File: config.mk
export PLATFORM = sky130hd
export DESIGN_NAME = cgc_ctrl
export DESIGN_NICKNAME = d
export VERILOG_FILES = /design/src/hw/cgc_pkg.sv /design/src/hw/cgc_buf_pwr.sv /design/src/hw/cgc_ctrl.sv /design/src/hw/cgc_dac_mem.sv
export SDC_FILE = /design/constraint.sdc
export NUM_CORES = 1
export LEC_CHECK = 0
export ABC_AREA = 0
export BUFFER_PORTS_ARGS = -buffer_cell sky130_fd_sc_hd__buf_2
export CAP_MARGIN = 20
export CORE_MARGIN = 2
export CORE_UTILIZATION = 50
export DETAILED_ROUTE_END_ITERATION = 6
export GPL_ROUTABILITY_DRIVEN = 0
export PLACE_DENSITY = 0.72
export RECOVER_POWER = 50
export REMOVE_ABC_BUFFERS = 1
export SYNTH_ARGS = -nofsm -noshare
export SYNTH_HDL_FRONTEND = slang
export SYNTH_SLANG_ARGS = --single-unit
File: constraint.sdc
create_clock -name sys_clk -period 1.4 [get_ports sys_clk]
set_input_delay 0 -clock sys_clk [delete_from_list [all_inputs] [get_ports sys_clk]]
set_output_delay 0 -clock sys_clk [all_outputs]
set_load 0.03 [all_outputs]
File: src/hw/cgc_pkg.sv
/*
 Package for the converter general control block: frame layout, control
 register bit positions, reset values and widths.
 Assumes a 16-bit serial control word already assembled by a serial front end.
*/
package cgc_pkg;
	localparam int unsigned CGC_WORD_W      = 16;
	localparam int unsigned CGC_ADDR_W      = 4;
	localparam int unsigned CGC_CHAN_N      = 8;
	localparam int unsigned CGC_CHAN_W      = 3;
	localparam int unsigned CGC_DATA_W      = 12;
	// Frame fields
	localparam int unsigned CGC_MSB_POS     = 15;
	localparam int unsigned CGC_ADDR_HI     = 14;
	localparam int unsigned CGC_ADDR_LO     = 11;
	// Control register offsets (address field values)
	localparam logic [3:0]  CGC_OFS_NOP     = 4'h0;
	localparam logic [3:0]  CGC_OFS_CTRL    = 4'h3;
	localparam logic [3:0]  CGC_OFS_ADC_PIN = 4'h4;
	localparam logic [3:0]  CGC_OFS_DAC_PIN = 4'h5;
	localparam logic [3:0]  CGC_OFS_PULLDN  = 4'h6;
	localparam logic [3:0]  CGC_OFS_GPO_CFG = 4'h8;
	localparam logic [3:0]  CGC_OFS_GPI_CFG = 4'hA;
	localparam logic [3:0]  CGC_OFS_OD_CFG  = 4'hC;
	localparam logic [3:0]  CGC_OFS_TRI_CFG = 4'hD;
	// Control register bit positions
	localparam int unsigned CGC_BIT_RSVD10  = 10;
	localparam int unsigned CGC_BIT_PRECHG  = 9;
	localparam int unsigned CGC_BIT_BUF_EN  = 8;
	localparam int unsigned CGC_BIT_LOCK    = 7;
	localparam int unsigned CGC_BIT_BCAST   = 6;
	localparam int unsigned CGC_BIT_ADC_RNG = 5;
	localparam int unsigned CGC_BIT_DAC_RNG = 4;
	// Writable bits D9..D4
	localparam logic [15:0] CGC_CTRL_MASK   = 16'h03F0;
	localparam logic [15:0] CGC_CTRL_RST    = 16'h0000;
	localparam logic [7:0]  CGC_PIN_RST     = 8'h00;
	localparam logic [7:0]  CGC_PULLDN_RST  = 8'hFF;
	localparam logic [11:0] CGC_DAC_RST     = 12'h000;
	localparam int unsigned CGC_PIN_REGS    = 7;
endpackage

File: src/hw/cgc_buf_pwr.sv
/*
 ADC buffer power sequencer: always on, off, or per-conversion precharge.
 Assumes conv_start and conv_done are one-cycle pulses from the ADC sequencer.
*/
`timescale 1ns/1ns
module cgc_buf_pwr (
	// Clock and reset
	input  wire logic sys_clk,
	input  wire logic rst_n,
	// Settings
	input  wire logic buf_en,
	input  wire logic prechg,
	// Conversion events
	input  wire logic conv_start,
	input  wire logic conv_done,
	// Power control
	output logic      buf_pwr
);
	logic active_q;
	logic active_d;
	logic pwr_d;

	assign active_d = conv_start ? 1'b1 : (conv_done ? 1'b0 : active_q);
	assign pwr_d    = buf_en && (!prechg || active_d);

	always_ff @(posedge sys_clk or negedge rst_n) begin
		if (!rst_n) begin
			active_q <= 1'b0;
			buf_pwr  <= 1'b0;
		end else begin
			active_q <= active_d;
			buf_pwr  <= pwr_d;
		end
	end
endmodule

File: src/hw/cgc_ctrl.sv
/*
 Converter general control register with frame decoding, pin configuration
 lock and DAC broadcast. Takes complete 16-bit serial words as one-cycle
 strobes; frame timing and readback live elsewhere.
*/
// Operation
// RL1 - A control word with D15 zero and address 0011 writes the general control register.
// RL2 - The host sends the reserved bit D10 as zero.
// RL3 - Bit 5 selects the ADC input range.
// RL4 - Bit 4 selects the DAC output range.
// RL5 - While bit 7 is one, writes to pin configuration registers are dropped.
// RL6 - While bit 7 is zero, pin configuration writes update normally.
// RL7 - Bit 8 enables the ADC buffer, off by default.
// RL8 - With bit 9 zero the enabled buffer stays powered and does no precharge.
// RL9 - With bit 9 one the enabled buffer is powered only around each conversion.
// RL10 - With bit 6 zero a DAC write updates only the addressed channel.
// RL11 - With bit 6 one a DAC write loads every channel with the same data.
// RL12 - D15 zero marks a control write, D15 one a DAC data write.
// RL13 - In a DAC write bits 14 to 11 carry the channel address; the code takes the channel from bits 13 to 11 and ignores bit 14.
// RL14 - Reserved bits 3 to 0 are written as zero and have no effect.
`timescale 1ns/1ns
module cgc_ctrl
	import cgc_pkg::*;
#(
	parameter int unsigned CHAN_N = cgc_pkg::CGC_CHAN_N,
	parameter int unsigned CHAN_W = cgc_pkg::CGC_CHAN_W,
	parameter int unsigned DATA_W = cgc_pkg::CGC_DATA_W
) (
	// Clock and reset
	input  wire logic                             sys_clk,
	input  wire logic                             rst_n,
	// Serial word strobe
	input  wire logic                             word_valid,
	input  wire logic [cgc_pkg::CGC_WORD_W-1:0]   word_data,
	// ADC sequencer events
	input  wire logic                             conv_start,
	input  wire logic                             conv_done,
	// DAC data read port
	input  wire logic [CHAN_W-1:0]                dac_rd_chan,
	output logic      [DATA_W-1:0]                dac_rd_data,
	// Control register state
	output logic      [cgc_pkg::CGC_WORD_W-1:0]   ctrl_reg,
	output logic                                  adc_range,
	output logic                                  dac_range,
	output logic                                  buf_pwr,
	// Pin configuration
	output logic      [7:0]                       adc_pin_cfg,
	output logic      [7:0]                       dac_pin_cfg,
	output logic      [7:0]                       pulldn_cfg,
	output logic      [7:0]                       gpo_cfg,
	output logic      [7:0]                       gpi_cfg,
	output logic      [7:0]                       od_cfg,
	output logic      [7:0]                       tri_cfg
);
	import cgc_pkg::*;

	function automatic logic is_pin_cfg(input logic [CGC_ADDR_W-1:0] a);
		return (a == CGC_OFS_ADC_PIN) || (a == CGC_OFS_DAC_PIN) ||
			(a == CGC_OFS_PULLDN) || (a == CGC_OFS_GPO_CFG) ||
			(a == CGC_OFS_GPI_CFG) || (a == CGC_OFS_OD_CFG) ||
			(a == CGC_OFS_TRI_CFG);
	endfunction

	// Frame decode
	wire logic                  is_dac_wr;
	wire logic [CGC_ADDR_W-1:0] addr;
	wire logic                  ctrl_wr;
	wire logic                  pin_wr;
	wire logic                  lock;
	wire logic                  bcast;
	wire logic [15:0]           ctrl_d;
	wire logic [7:0]            pin_val;

	assign is_dac_wr = word_data[CGC_MSB_POS]; // RL12
	assign addr      = word_data[CGC_ADDR_HI:CGC_ADDR_LO];
	assign ctrl_wr   = word_valid && !is_dac_wr && (addr == CGC_OFS_CTRL); // RL1
	assign lock      = ctrl_reg[CGC_BIT_LOCK];
	assign bcast     = ctrl_reg[CGC_BIT_BCAST];
	// Lock gates only pin config writes; other control writes still land
	assign pin_wr    = word_valid && !is_dac_wr && is_pin_cfg(addr) && !lock; // RL5 RL6
	// D10 and D3..D0 masked off so host slips cannot set them
	assign ctrl_d    = word_data & CGC_CTRL_MASK; // RL2 RL14
	assign pin_val   = word_data[7:0];

	always_ff @(posedge sys_clk or negedge rst_n) begin
		if (!rst_n) begin
			ctrl_reg <= CGC_CTRL_RST;
		end else if (ctrl_wr) begin
			ctrl_reg <= ctrl_d; // RL1
		end
	end

	// Range outputs registered from control register bits, one cycle behind ctrl_reg
	always_ff @(posedge sys_clk or negedge rst_n) begin
		if (!rst_n) begin
			adc_range <= 1'b0;
			dac_range <= 1'b0;
		end else begin
			adc_range <= ctrl_reg[CGC_BIT_ADC_RNG]; // RL3
			dac_range <= ctrl_reg[CGC_BIT_DAC_RNG]; // RL4
		end
	end

	// Pin configuration registers
	always_ff @(posedge sys_clk or negedge rst_n) begin
		if (!rst_n) begin
			adc_pin_cfg <= CGC_PIN_RST;
			dac_pin_cfg <= CGC_PIN_RST;
			pulldn_cfg  <= CGC_PULLDN_RST;
			gpo_cfg     <= CGC_PIN_RST;
			gpi_cfg     <= CGC_PIN_RST;
			od_cfg      <= CGC_PIN_RST;
			tri_cfg     <= CGC_PIN_RST;
		end else if (pin_wr) begin // RL5 RL6
			unique case (addr)
				CGC_OFS_ADC_PIN: adc_pin_cfg <= pin_val;
				CGC_OFS_DAC_PIN: dac_pin_cfg <= pin_val;
				CGC_OFS_PULLDN:  pulldn_cfg  <= pin_val;
				CGC_OFS_GPO_CFG: gpo_cfg     <= pin_val;
				CGC_OFS_GPI_CFG: gpi_cfg     <= pin_val;
				CGC_OFS_OD_CFG:  od_cfg      <= pin_val;
				CGC_OFS_TRI_CFG: tri_cfg     <= pin_val;
				default:         od_cfg      <= od_cfg;
			endcase
		end
	end

	// DAC data writes
	wire logic              dac_wr;
	wire logic [CHAN_W-1:0] dac_chan;
	wire logic [DATA_W-1:0] dac_val;

	assign dac_wr   = word_valid && is_dac_wr; // RL12
	assign dac_chan = CHAN_W'(addr); // RL13
	assign dac_val  = word_data[DATA_W-1:0];

	cgc_dac_mem #(
		.CHAN_N (CHAN_N),
		.CHAN_W (CHAN_W),
		.DATA_W (DATA_W)
	) u_dac_mem (
		.sys_clk (sys_clk),
		.rst_n   (rst_n),
		.wr_en   (dac_wr),
		.wr_all  (bcast), // RL10 RL11
		.wr_chan (dac_chan),
		.wr_data (dac_val),
		.rd_chan (dac_rd_chan),
		.rd_data (dac_rd_data)
	);

	cgc_buf_pwr u_buf_pwr (
		.sys_clk    (sys_clk),
		.rst_n      (rst_n),
		.buf_en     (ctrl_reg[CGC_BIT_BUF_EN]), // RL7
		.prechg     (ctrl_reg[CGC_BIT_PRECHG]), // RL8 RL9
		.conv_start (conv_start),
		.conv_done  (conv_done),
		.buf_pwr    (buf_pwr)
	);
endmodule

File: src/hw/cgc_dac_mem.sv
/*
 DAC channel data store, one word per channel, registered read port.
 Assumes a single writer; broadcast sets all channels in one edge.
*/
`timescale 1ns/1ns
module cgc_dac_mem #(
	parameter int unsigned CHAN_N = 8,
	parameter int unsigned CHAN_W = 3,
	parameter int unsigned DATA_W = 12
) (
	// Clock and reset
	input  wire logic              sys_clk,
	input  wire logic              rst_n,
	// Write port
	input  wire logic              wr_en,
	input  wire logic              wr_all,
	input  wire logic [CHAN_W-1:0] wr_chan,
	input  wire logic [DATA_W-1:0] wr_data,
	// Read port
	input  wire logic [CHAN_W-1:0] rd_chan,
	output logic      [DATA_W-1:0] rd_data
);
	logic [DATA_W-1:0] mem_q [CHAN_N];

	always_ff @(posedge sys_clk or negedge rst_n) begin
		if (!rst_n) begin
			for (int i = 0; i < CHAN_N; i++) begin
				mem_q[i] <= '0;
			end
		end else if (wr_en) begin
			for (int i = 0; i < CHAN_N; i++) begin
				if (wr_all || (wr_chan == CHAN_W'(i))) begin
					mem_q[i] <= wr_data;
				end
			end
		end
	end

	always_ff @(posedge sys_clk or negedge rst_n) begin
		if (!rst_n) begin
			rd_data <= '0;
		end else begin
			rd_data <= mem_q[rd_chan];
		end
	end
endmodule

==> results of run 1 <==
per-layer routing:
layer  track usage, %  share of wire (%)
met5                0                  0
met2             37.6                 50
met4             6.08               0.97
met1             30.0                 42
met3             7.52                7.4
power groups by stage:
| stage | clock network [W] | logic [W] | registers [W] |
|---|---|---|---|
| final | 0.00510 | 0.00431 | 0.00728 |
| after global routing | 0.00537 | 0.00462 | 0.00741 |
| after CTS | 0.00518 | 0.00439 | 0.00726 |
| after detailed placement | 0 | 0.00433 | 0.00730 |
| after global placement | 0 | 0.00423 | 0.00718 |
| after floorplan | 0 | 0.00187 | 0.00815 |
cell usage after synthesis:
library cell  count  area share, %
and2_1            1          0.086
buf_6             3           0.47
nor3b_1           2           0.21
o2bb2ai_1        80            9.7
a31oi_1           1          0.086
nor2b_1           1          0.086
nand2_1          14           0.72
o21ai_0           5           0.34
a21o_1            1           0.10
nor4b_4           1           0.33
o21ai_1           2           0.14
conb_1            1          0.052
a21bo_2           4           0.55
mux4_2            4            1.2
mux4_1           20            7.2
clkbuf_1         14           0.72
nand3_1           1          0.069
mux2_1            2           0.31
mux2_2           84             13
nor2_1            7           0.36
o21a_1            1           0.10
nand2_2           6           0.52
buf_2            14           0.97
dfrtp_1         166             57
nor3_1            1          0.069
and4bb_2          1           0.17
buf_4            14            1.4
and3b_1           3           0.36
dfstp_2           8            2.9
nor3b_2           2           0.34
inv_1             2           0.10
final cells by class:
| class | instances | area share (%) |
|---|---|---|
| clock buffer | 20 | 5.15 |
| clock inverter | 12 | 2.14 |
| inverter | 2 | 0.0846 |
| multi-input combinational | 254 | 30.3 |
| sequential | 174 | 49.2 |
| tap | 184 | 2.60 |
| timing repair buffer | 150 | 10.5 |
repair_timing:
action	CTS	global route
pin swaps	1	0
gates resized for setup	2	4
endpoints found under the hold margin	223	0
setup buffers	0	1
endpoints found under the setup margin	39	42
hold buffers	13	0
worst max path at each step:
stage	slack (ps)	endpoint	startpoint
2_1_floorplan	-500	u_dac_mem.mem_q[0]	ctrl_reg[6]
3_3_place_gp	-20	od_cfg[1]	ctrl_reg[7]
3_5_place_dp	-80	od_cfg[1]	ctrl_reg[7]
4_1_cts	-40	adc_pin_cfg[3]	ctrl_reg[7]
5_1_grt	-80	adc_pin_cfg[3]	ctrl_reg[7]
6_report	-40	adc_pin_cfg[3]	ctrl_reg[7]
worst max-delay path, cell delays in order, from the launching register on:
cell	delay, ps
dfrtp_1	420
nor4b_4	310
nand2_2	230
mux2_1	370
through the flow:
step                      instance area (sq um)  util [%]
final                                      8870      61.7
after floorplan                            7030         -
after global placement                     8130      56.6
after global routing                       8870      61.7
after detailed placement                   8130      56.6
after CTS                                  8910      62.0
cells by family (layout without fill, tap and decap cells):
kind of cell    count (synthesis)  count (layout)  share of synthesized area, %
flops                         174             174                          60.1
compound gates                 94              94                          11.0
mux                           110             110                          21.8
simple gates                   40              40                          3.33
buf+inv                        47             184                          3.71
other cells                     1              10                        0.0517
==> flow_summary.json, run 1 <==
{
  "clk_pin_slew_ps": 60,
  "die_w_um": 124,
  "netlist_area_sq_um": 7260,
  "antenna_found_initial": 0,
  "drive_above_1_share_pct": 44.3,
  "largest_reg_flops": 96,
  "violations": "negative setup slack",
  "period_needed_ps": 1440,
  "synth_area_per_cell_sq_um": 15.6,
  "power.switching_w": 0.00499,
  "holdPathEnd": "gpi_cfg[5]",
  "cts_tree": "done",
  "hold_slack_ps": 4.78,
  "dp_hpwl_um": 11500,
  "cp.required_ps": 1700,
  "endpoint_kind": "register",
  "p_int_w": 0.0117,
  "placed_cells": 750,
  "cts-htree-levels": 4,
  "crit_fanout": 8,
  "slew_viol_final": 0,
  "rr_worst_depth": 3,
  "ios": 111,
  "io_buffers": 100,
  "min_path_type": "input pin to register",
  "ys_types": 31,
  "finalHoldViolations": 0,
  "r2r_start": "ctrl_reg[7]",
  "clk_latency_ps": 420,
  "first_pass_iters": 5,
  "remaining_drc_errors": 0,
  "rsz0062_at_grt": "yes",
  "arrival_ps": 1740,
  "tightest_slew_ps": 887,
  "start_kind": "register",
  "fill_cells": 1083,
  "worst_hold_path.num_cells": 2,
  "drt-total-wl_um": 17300,
  "layout_setup_ws_ps": -39.1,
  "switching_share_pct": 29.9,
  "numClockSinks": 174,
  "nets": 623,
  "yosysSeqAreaShare_pct": 60.1,
  "ant_nets": 0,
  "cts_buffers": 17,
  "via_count": 4660,
  "via_per_inst": 5.85,
  "die_area_sq_um": 15500,
  "most-common-layout-cells": "166 x dfrtp_1, 91 x buf_2, 84 x mux2_2, 80 x o2bb2ai_1, 31 x buf_4",
  "tns_ps": -55.7,
  "fp.dieH_um": 124,
  "grt_first_pass_wirelength_um": 27600,
  "register_area_sq_um": 4360,
  "cts_buffer_depth": 2,
  "final_common_cell": "dfrtp_1",
  "grt_max_degree": 37,
  "multi_input_area_sq_um": 2690,
  "drt_iter0_drc": 307,
  "power_w": 0.0167,
  "fp-row-count": 44,
  "powerDensity_nw_per_um2": 1880,
  "reg_top3": "u_dac_mem.mem_q (96), u_dac_mem.rd_data (12)",
  "clkPwrFrac_pct": 30.5,
  "status": "finished with violations",
  "wl_per_cell_um": 21.7,
  "top_register": "u_dac_mem.mem_q",
  "worst-r2r-setup-slack_ps": -40,
  "r2r_end": "adc_pin_cfg[3]",
  "area_delta_synth_final_pct": 22.2,
  "post-place-ws_ps": -84.3,
  "seq_power_share_pct": 43.6,
  "finalCritPeriodShare_pct": 103,
  "core_area_sq_um": 14400,
  "ys_warn_count": 0,
  "ys_seq_elements": 174,
  "max_freq_mhz": 695,
  "cts-root-buf": "clkbuf_16",
  "min-delay-start": "word_data[5]",
  "leakagePower_nw": 4.19,
  "syn_inst": 466,
  "setup_viol": 3,
  "relSlewSlack_pct": 40.9,
  "start_util_pct": 50.5,
  "grt_overflow": 0,
  "first_global_vias": 5122,
  "peakVddDrop_uv": 1170,
  "clock_skew_ps": 5.06,
  "p_comb_share_pct": 25.8,
  "num_antenna_cells": 0,
  "crit_type": "register to register",
  "instances_no_fill": 796,
  "track_usage_pct": 23.1,
  "drv_cap": 0
}
Note: power is estimated with default switching activity, not from simulation.
==> run 2, diff against run 1 <==
- CELL_PAD_IN_SITES_DETAIL_PLACEMENT: not set -> 2
- CELL_PAD_IN_SITES_GLOBAL_PLACEMENT: not set -> 2
- CORE_UTILIZATION: 50 -> 36
- PLACE_DENSITY: 0.72 -> 0.73
==> run 2 against run 1 <==
Against the previous run: first-iteration DRC count fell by 25%; critical path type unchanged; final cell count rose by 9.9%; critical endpoint is now od_cfg[1]; critical path depth is the same; highest routed layer unchanged; setup slack worse by 1.1 ps; largest power group unchanged; design area is 0.83% higher; the flow still finishes with violations (negative setup slack).
==> flow_summary.json, run 2 (synthesized netlist as in run 1, its figures left out) <==
{
  "status": "finished with violations",
  "violations": "negative setup slack",
  "io_buffers": 100,
  "antenna_found_initial": 1,
  "clk_pin_slew_ps": 60,
  "leakagePower_nw": 4.19,
  "multi_input_area_sq_um": 2730,
  "remaining_drc_errors": 0,
  "post-place-ws_ps": -83.5,
  "wl_per_cell_um": 24.2,
  "clk_latency_ps": 430,
  "dp_hpwl_um": 14000,
  "grt_first_pass_wirelength_um": 33600,
  "fp.dieH_um": 146,
  "hold_slack_ps": 23.1,
  "ant_nets": 0,
  "start_kind": "register",
  "finalCritPeriodShare_pct": 103,
  "peakVddDrop_uv": 1010,
  "via_per_inst": 5.35,
  "cp.required_ps": 1720,
  "top_register": "u_dac_mem.mem_q",
  "finalHoldViolations": 0,
  "clock_skew_ps": 5.86,
  "cts-root-buf": "clkbuf_16",
  "grt_overflow": 0,
  "arrival_ps": 1760,
  "die_w_um": 146,
  "largest_reg_flops": 96,
  "instances_no_fill": 875,
  "most-common-layout-cells": "165 x dfrtp_1, 99 x buf_2, 83 x mux2_2, 80 x o2bb2ai_1, 27 x buf_4",
  "rsz0062_at_grt": "yes",
  "nets": 621,
  "r2r_start": "ctrl_reg[7]",
  "fp-row-count": 51,
  "crit_type": "register to register",
  "powerDensity_nw_per_um2": 1830,
  "min-delay-start": "word_data[4]",
  "min_path_type": "input pin to register",
  "die_area_sq_um": 21300,
  "track_usage_pct": 20.9,
  "register_area_sq_um": 4370,
  "fill_cells": 1951,
  "drv_cap": 0,
  "max_freq_mhz": 694,
  "final_common_cell": "dfrtp_1",
  "period_needed_ps": 1440,
  "cts-htree-levels": 4,
  "num_antenna_cells": 0,
  "power_w": 0.0163,
  "grt_max_degree": 56,
  "placed_cells": 828,
  "crit_fanout": 8,
  "post-route-util_pct": 45.5,
  "worstSetupStartpoint": "ctrl_reg[7]",
  "cts_buffers": 17,
  "cts_buffer_depth": 2,
  "layout_setup_ws_ps": -40.2,
  "tightest_slew_ps": 984,
  "setup_viol": 28,
  "start_util_pct": 36.9,
  "worst-r2r-setup-slack_ps": -40,
  "first_pass_iters": 4,
  "relSlewSlack_pct": 34.4,
  "endpoint_kind": "register",
  "drive_above_1_share_pct": 45.7,
  "numClockSinks": 174,
  "slew_viol_final": 0,
  "area_delta_synth_final_pct": 23.2,
  "via_count": 4678,
  "drt_iter0_drc": 230,
  "drt-total-wl_um": 21200,
  "cts_tree": "done",
  "reg_top3": "u_dac_mem.mem_q (96), u_dac_mem.rd_data (12)",
  "core_area_sq_um": 19700,
  "first_global_vias": 5513,
  "ios": 111
}
-- run 2: cell count changes in the layout (fill, tap and decap cells not counted), moves of 2 or more --
cell,previous run,this run
buf_2,91,99
clkbuf_1,9,2
buf_4,31,27
bufinv_16,5,1
buf_6,1,3
clkbuf_2,3,1
clkbuf_8,2,4
mux2_4,1,3
nand2_8,0,2
-- run 2: where the power goes --
group	internal, W	switching, W	total [W]
logic	0.00195	0.00249	0.00444
registers	0.00651	0.000810	0.00732
clock network	0.00263	0.00196	0.00458
total	0.0111	0.00526	0.0163
-- run 2: stage by stage --
stage / TNS [ps] / area [sq um]
floorplan: -25450 / 7030
global placement: -19.1 / 8190
detailed placement: -1710 / 8190
CTS: -356 / 8960
global route: -3240 / 8940
finish: -430 / 8940
-- run 2: per-layer routing --
metal | track usage (%) | vias up | share of wire (%) | routed length (um)
li1 | - | 2014 | - | -
met1 | 26.1 | 2505 | 42 | 8910
met2 | 34.4 | 133 | 50 | 10500
met3 | 7.05 | 26 | 6.6 | 1390
met4 | 6.31 | 0 | 1.5 | 323
met5 | 0 | - | 0 | 0
-- run 2: repair_timing --
item / 4_1_cts / 5_1_grt
setup buffers: 2 / 0
gates resized for setup: 13 / 3
hold endpoints to repair: 212 / 1
setup endpoints to repair: 58 / 57
hold buffers: 13 / 1
pin swaps: 1 / 0
cloned: 0 / 0
-- run 2: layout make-up --
class                   instances  area share [%]
flip-flops and latches        174            48.8
multi-input cells             254            30.5
repair buffers                148            10.6
clock buffers                  22            5.41
well taps                     265            3.71
clock inverters                10           0.951
inverters                       2          0.0839
-- run 2: worst max-delay path, cell delays in order (launching register included) --
cell	delay [ps]
dfrtp_2	430
and4bb_4	410
nand2_4	130
mux2_4	350
-- run 2: worst paths after layout --
| check | end | depth (start not counted) |
|---|---|---|
| worst max-delay path | od_cfg[1] | 3 |
| worst min-delay path | pulldn_cfg[4] | 2 |
| worst max register to register | od_cfg[1] | 3 |
| worst min register to register | adc_range | 0 |
| max in group asynchronous | pulldn_cfg[7] | 3 |
| min in group asynchronous | u_dac_mem.mem_q[68] | 2 |
==> run 3, diff against run 2 <==
- MAX_ROUTING_LAYER: not set -> met4
==> run 3 against run 2 <==
Against the previous run: clock skew about the same; fmax increased by 0.22%; largest power group unchanged; largest cell class unchanged; final cell count increased by 0.11%; total power about the same; global-route usage increased by 0.64 points; hold slack about the same; design area about the same; critical path depth unchanged; the flow still finishes with violations (negative setup slack); non-clock buffer count unchanged; combinational power about the same; highest routed layer unchanged.
==> flow_summary.json, run 3 (synthesized netlist as in run 1, its figures left out) <==
{
  "seq_power_share_pct": 44.8,
  "largest_reg_flops": 96,
  "tightest_slew_ps": 991,
  "most-common-layout-cells": "165 x dfrtp_1, 99 x buf_2, 83 x mux2_2, 80 x o2bb2ai_1, 27 x buf_4",
  "relSlewSlack_pct": 33.9,
  "remaining_drc_errors": 0,
  "antenna_found_initial": 1,
  "period_needed_ps": 1440,
  "leakagePower_nw": 4.19,
  "grt_first_pass_wirelength_um": 33600,
  "power.switching_w": 0.00525,
  "grt_overflow": 0,
  "cts_buffer_depth": 2,
  "ios": 111,
  "clk_latency_ps": 430,
  "rsz0062_at_grt": "yes",
  "design_area_sq_um": 8950,
  "drt-total-wl_um": 21200,
  "die_area_sq_um": 21300,
  "final_common_cell": "dfrtp_1",
  "setup_viol": 22,
  "start_util_pct": 36.9,
  "finalHoldViolations": 0,
  "via_per_inst": 5.35,
  "via_count": 4689,
  "first_global_vias": 5530,
  "placed_cell_area_sq_um": 8190,
  "crit_type": "register to register",
  "violations": "negative setup slack",
  "endpoint_kind": "register",
  "first_pass_iters": 4,
  "start_kind": "register",
  "drt_iter0_drc": 216,
  "grt_max_degree": 56,
  "arrival_ps": 1750,
  "powerDensity_nw_per_um2": 1830,
  "top_register": "u_dac_mem.mem_q",
  "layout_setup_ws_ps": -37.0,
  "track_usage_pct": 21.5,
  "die_w_um": 146,
  "cts_buffers": 17,
  "p_comb_share_pct": 27.2,
  "numClockSinks": 174,
  "crit_fanout": 8,
  "cts-htree-levels": 4,
  "power_w": 0.0163,
  "cts-root-buf": "clkbuf_16",
  "status": "finished with violations",
  "placed_cells": 828,
  "fp-row-count": 51,
  "instances_no_fill": 876,
  "fill_cells": 1951,
  "drive_above_1_share_pct": 45.7,
  "switching_share_pct": 32.1,
  "dp_hpwl_um": 14000,
  "peakVddDrop_uv": 1000,
  "register_area_sq_um": 4370,
  "min_path_type": "input pin to register",
  "post-place-ws_ps": -83.5,
  "reg_top3": "u_dac_mem.mem_q (96), u_dac_mem.rd_data (12)",
  "wl_per_cell_um": 24.2,
  "cts_tree": "done",
  "nets": 621,
  "cp.required_ps": 1720,
  "p_int_w": 0.0111,
  "area_delta_synth_final_pct": 23.3,
  "max_freq_mhz": 696,
  "fp.dieH_um": 146,
  "multi_input_area_sq_um": 2730,
  "clkPwrFrac_pct": 28.0,
  "core_area_sq_um": 19700,
  "slew_viol_final": 0,
  "clock_skew_ps": 6.05,
  "drv_cap": 0,
  "finalCritPeriodShare_pct": 103,
  "io_buffers": 100,
  "clk_pin_slew_ps": 60,
  "ant_nets": 0
}
run 3: cell type report:
cell class | instances | share of cell area [%]
flip-flops and latches | 174 | 48.8
multi-input cells | 254 | 30.5
repair buffers | 148 | 10.6
clock buffers | 22 | 5.41
well taps | 265 | 3.71
clock inverters | 10 | 0.951
inverters | 2 | 0.0839
diodes | 1 | 0.0280
run 3: metrics by stage:
stage,utilization (%),setup TNS (ps),hold WS [ps]
2_1_floorplan,-,-25450,-296
3_3_place_gp,41.7,-19.1,-67.2
3_5_place_dp,41.7,-1710,-61.3
4_1_cts,45.6,-356,0.827
5_1_grt,45.5,-3040,22.4
6_report,45.5,-329,22.7
run 3: final timing paths:
path | from | endpoint | slack (ps) | cells after the start
worst max-delay path | ctrl_reg[7] | od_cfg[1] | -40 | 3
worst min-delay path | word_data[7] | gpo_cfg[7] | 20 | 2
worst max register to register | ctrl_reg[7] | od_cfg[1] | -40 | 3
worst min register to register | ctrl_reg[5] | adc_range | 400 | 0
max in group asynchronous | rst_n | pulldn_cfg[6] | 170 | 3
min in group asynchronous | rst_n | u_dac_mem.mem_q[68] | 270 | 2
run 3: what timing repair did:
item	CTS	global route
gates resized for setup	13	3
hold buffers	13	1
setup buffers	2	0
cloned	0	0
pin swaps	1	0
endpoints found under the setup margin	58	57
endpoints found under the hold margin	212	1
run 3: worst max-delay path, stage by stage, from the launching register on:
cell and delay (ps):
dfrtp_2 430, and4bb_4 410, nand2_4 130, mux2_4 350
run 3: per-layer routing:
metal	up-vias	share of wire [%]	GRT usage (%)
li1	2014	-	-
met1	2530	42	26.2
met2	122	50	34.6
met3	23	6.2	6.77
met4	0	1.5	6.31
met5	-	0	-
run 3: power groups by stage:
| stage | combinational [W] | sequential [W] | clock [W] |
|---|---|---|---|
| after floorplan | 0.00187 | 0.00815 | 0 |
| after global placement | 0.00425 | 0.00719 | 0 |
| after detailed placement | 0.00442 | 0.00734 | 0 |
| after CTS | 0.00451 | 0.00731 | 0.00470 |
| after global routing | 0.00476 | 0.00748 | 0.00494 |
| final | 0.00444 | 0.00732 | 0.00457 |
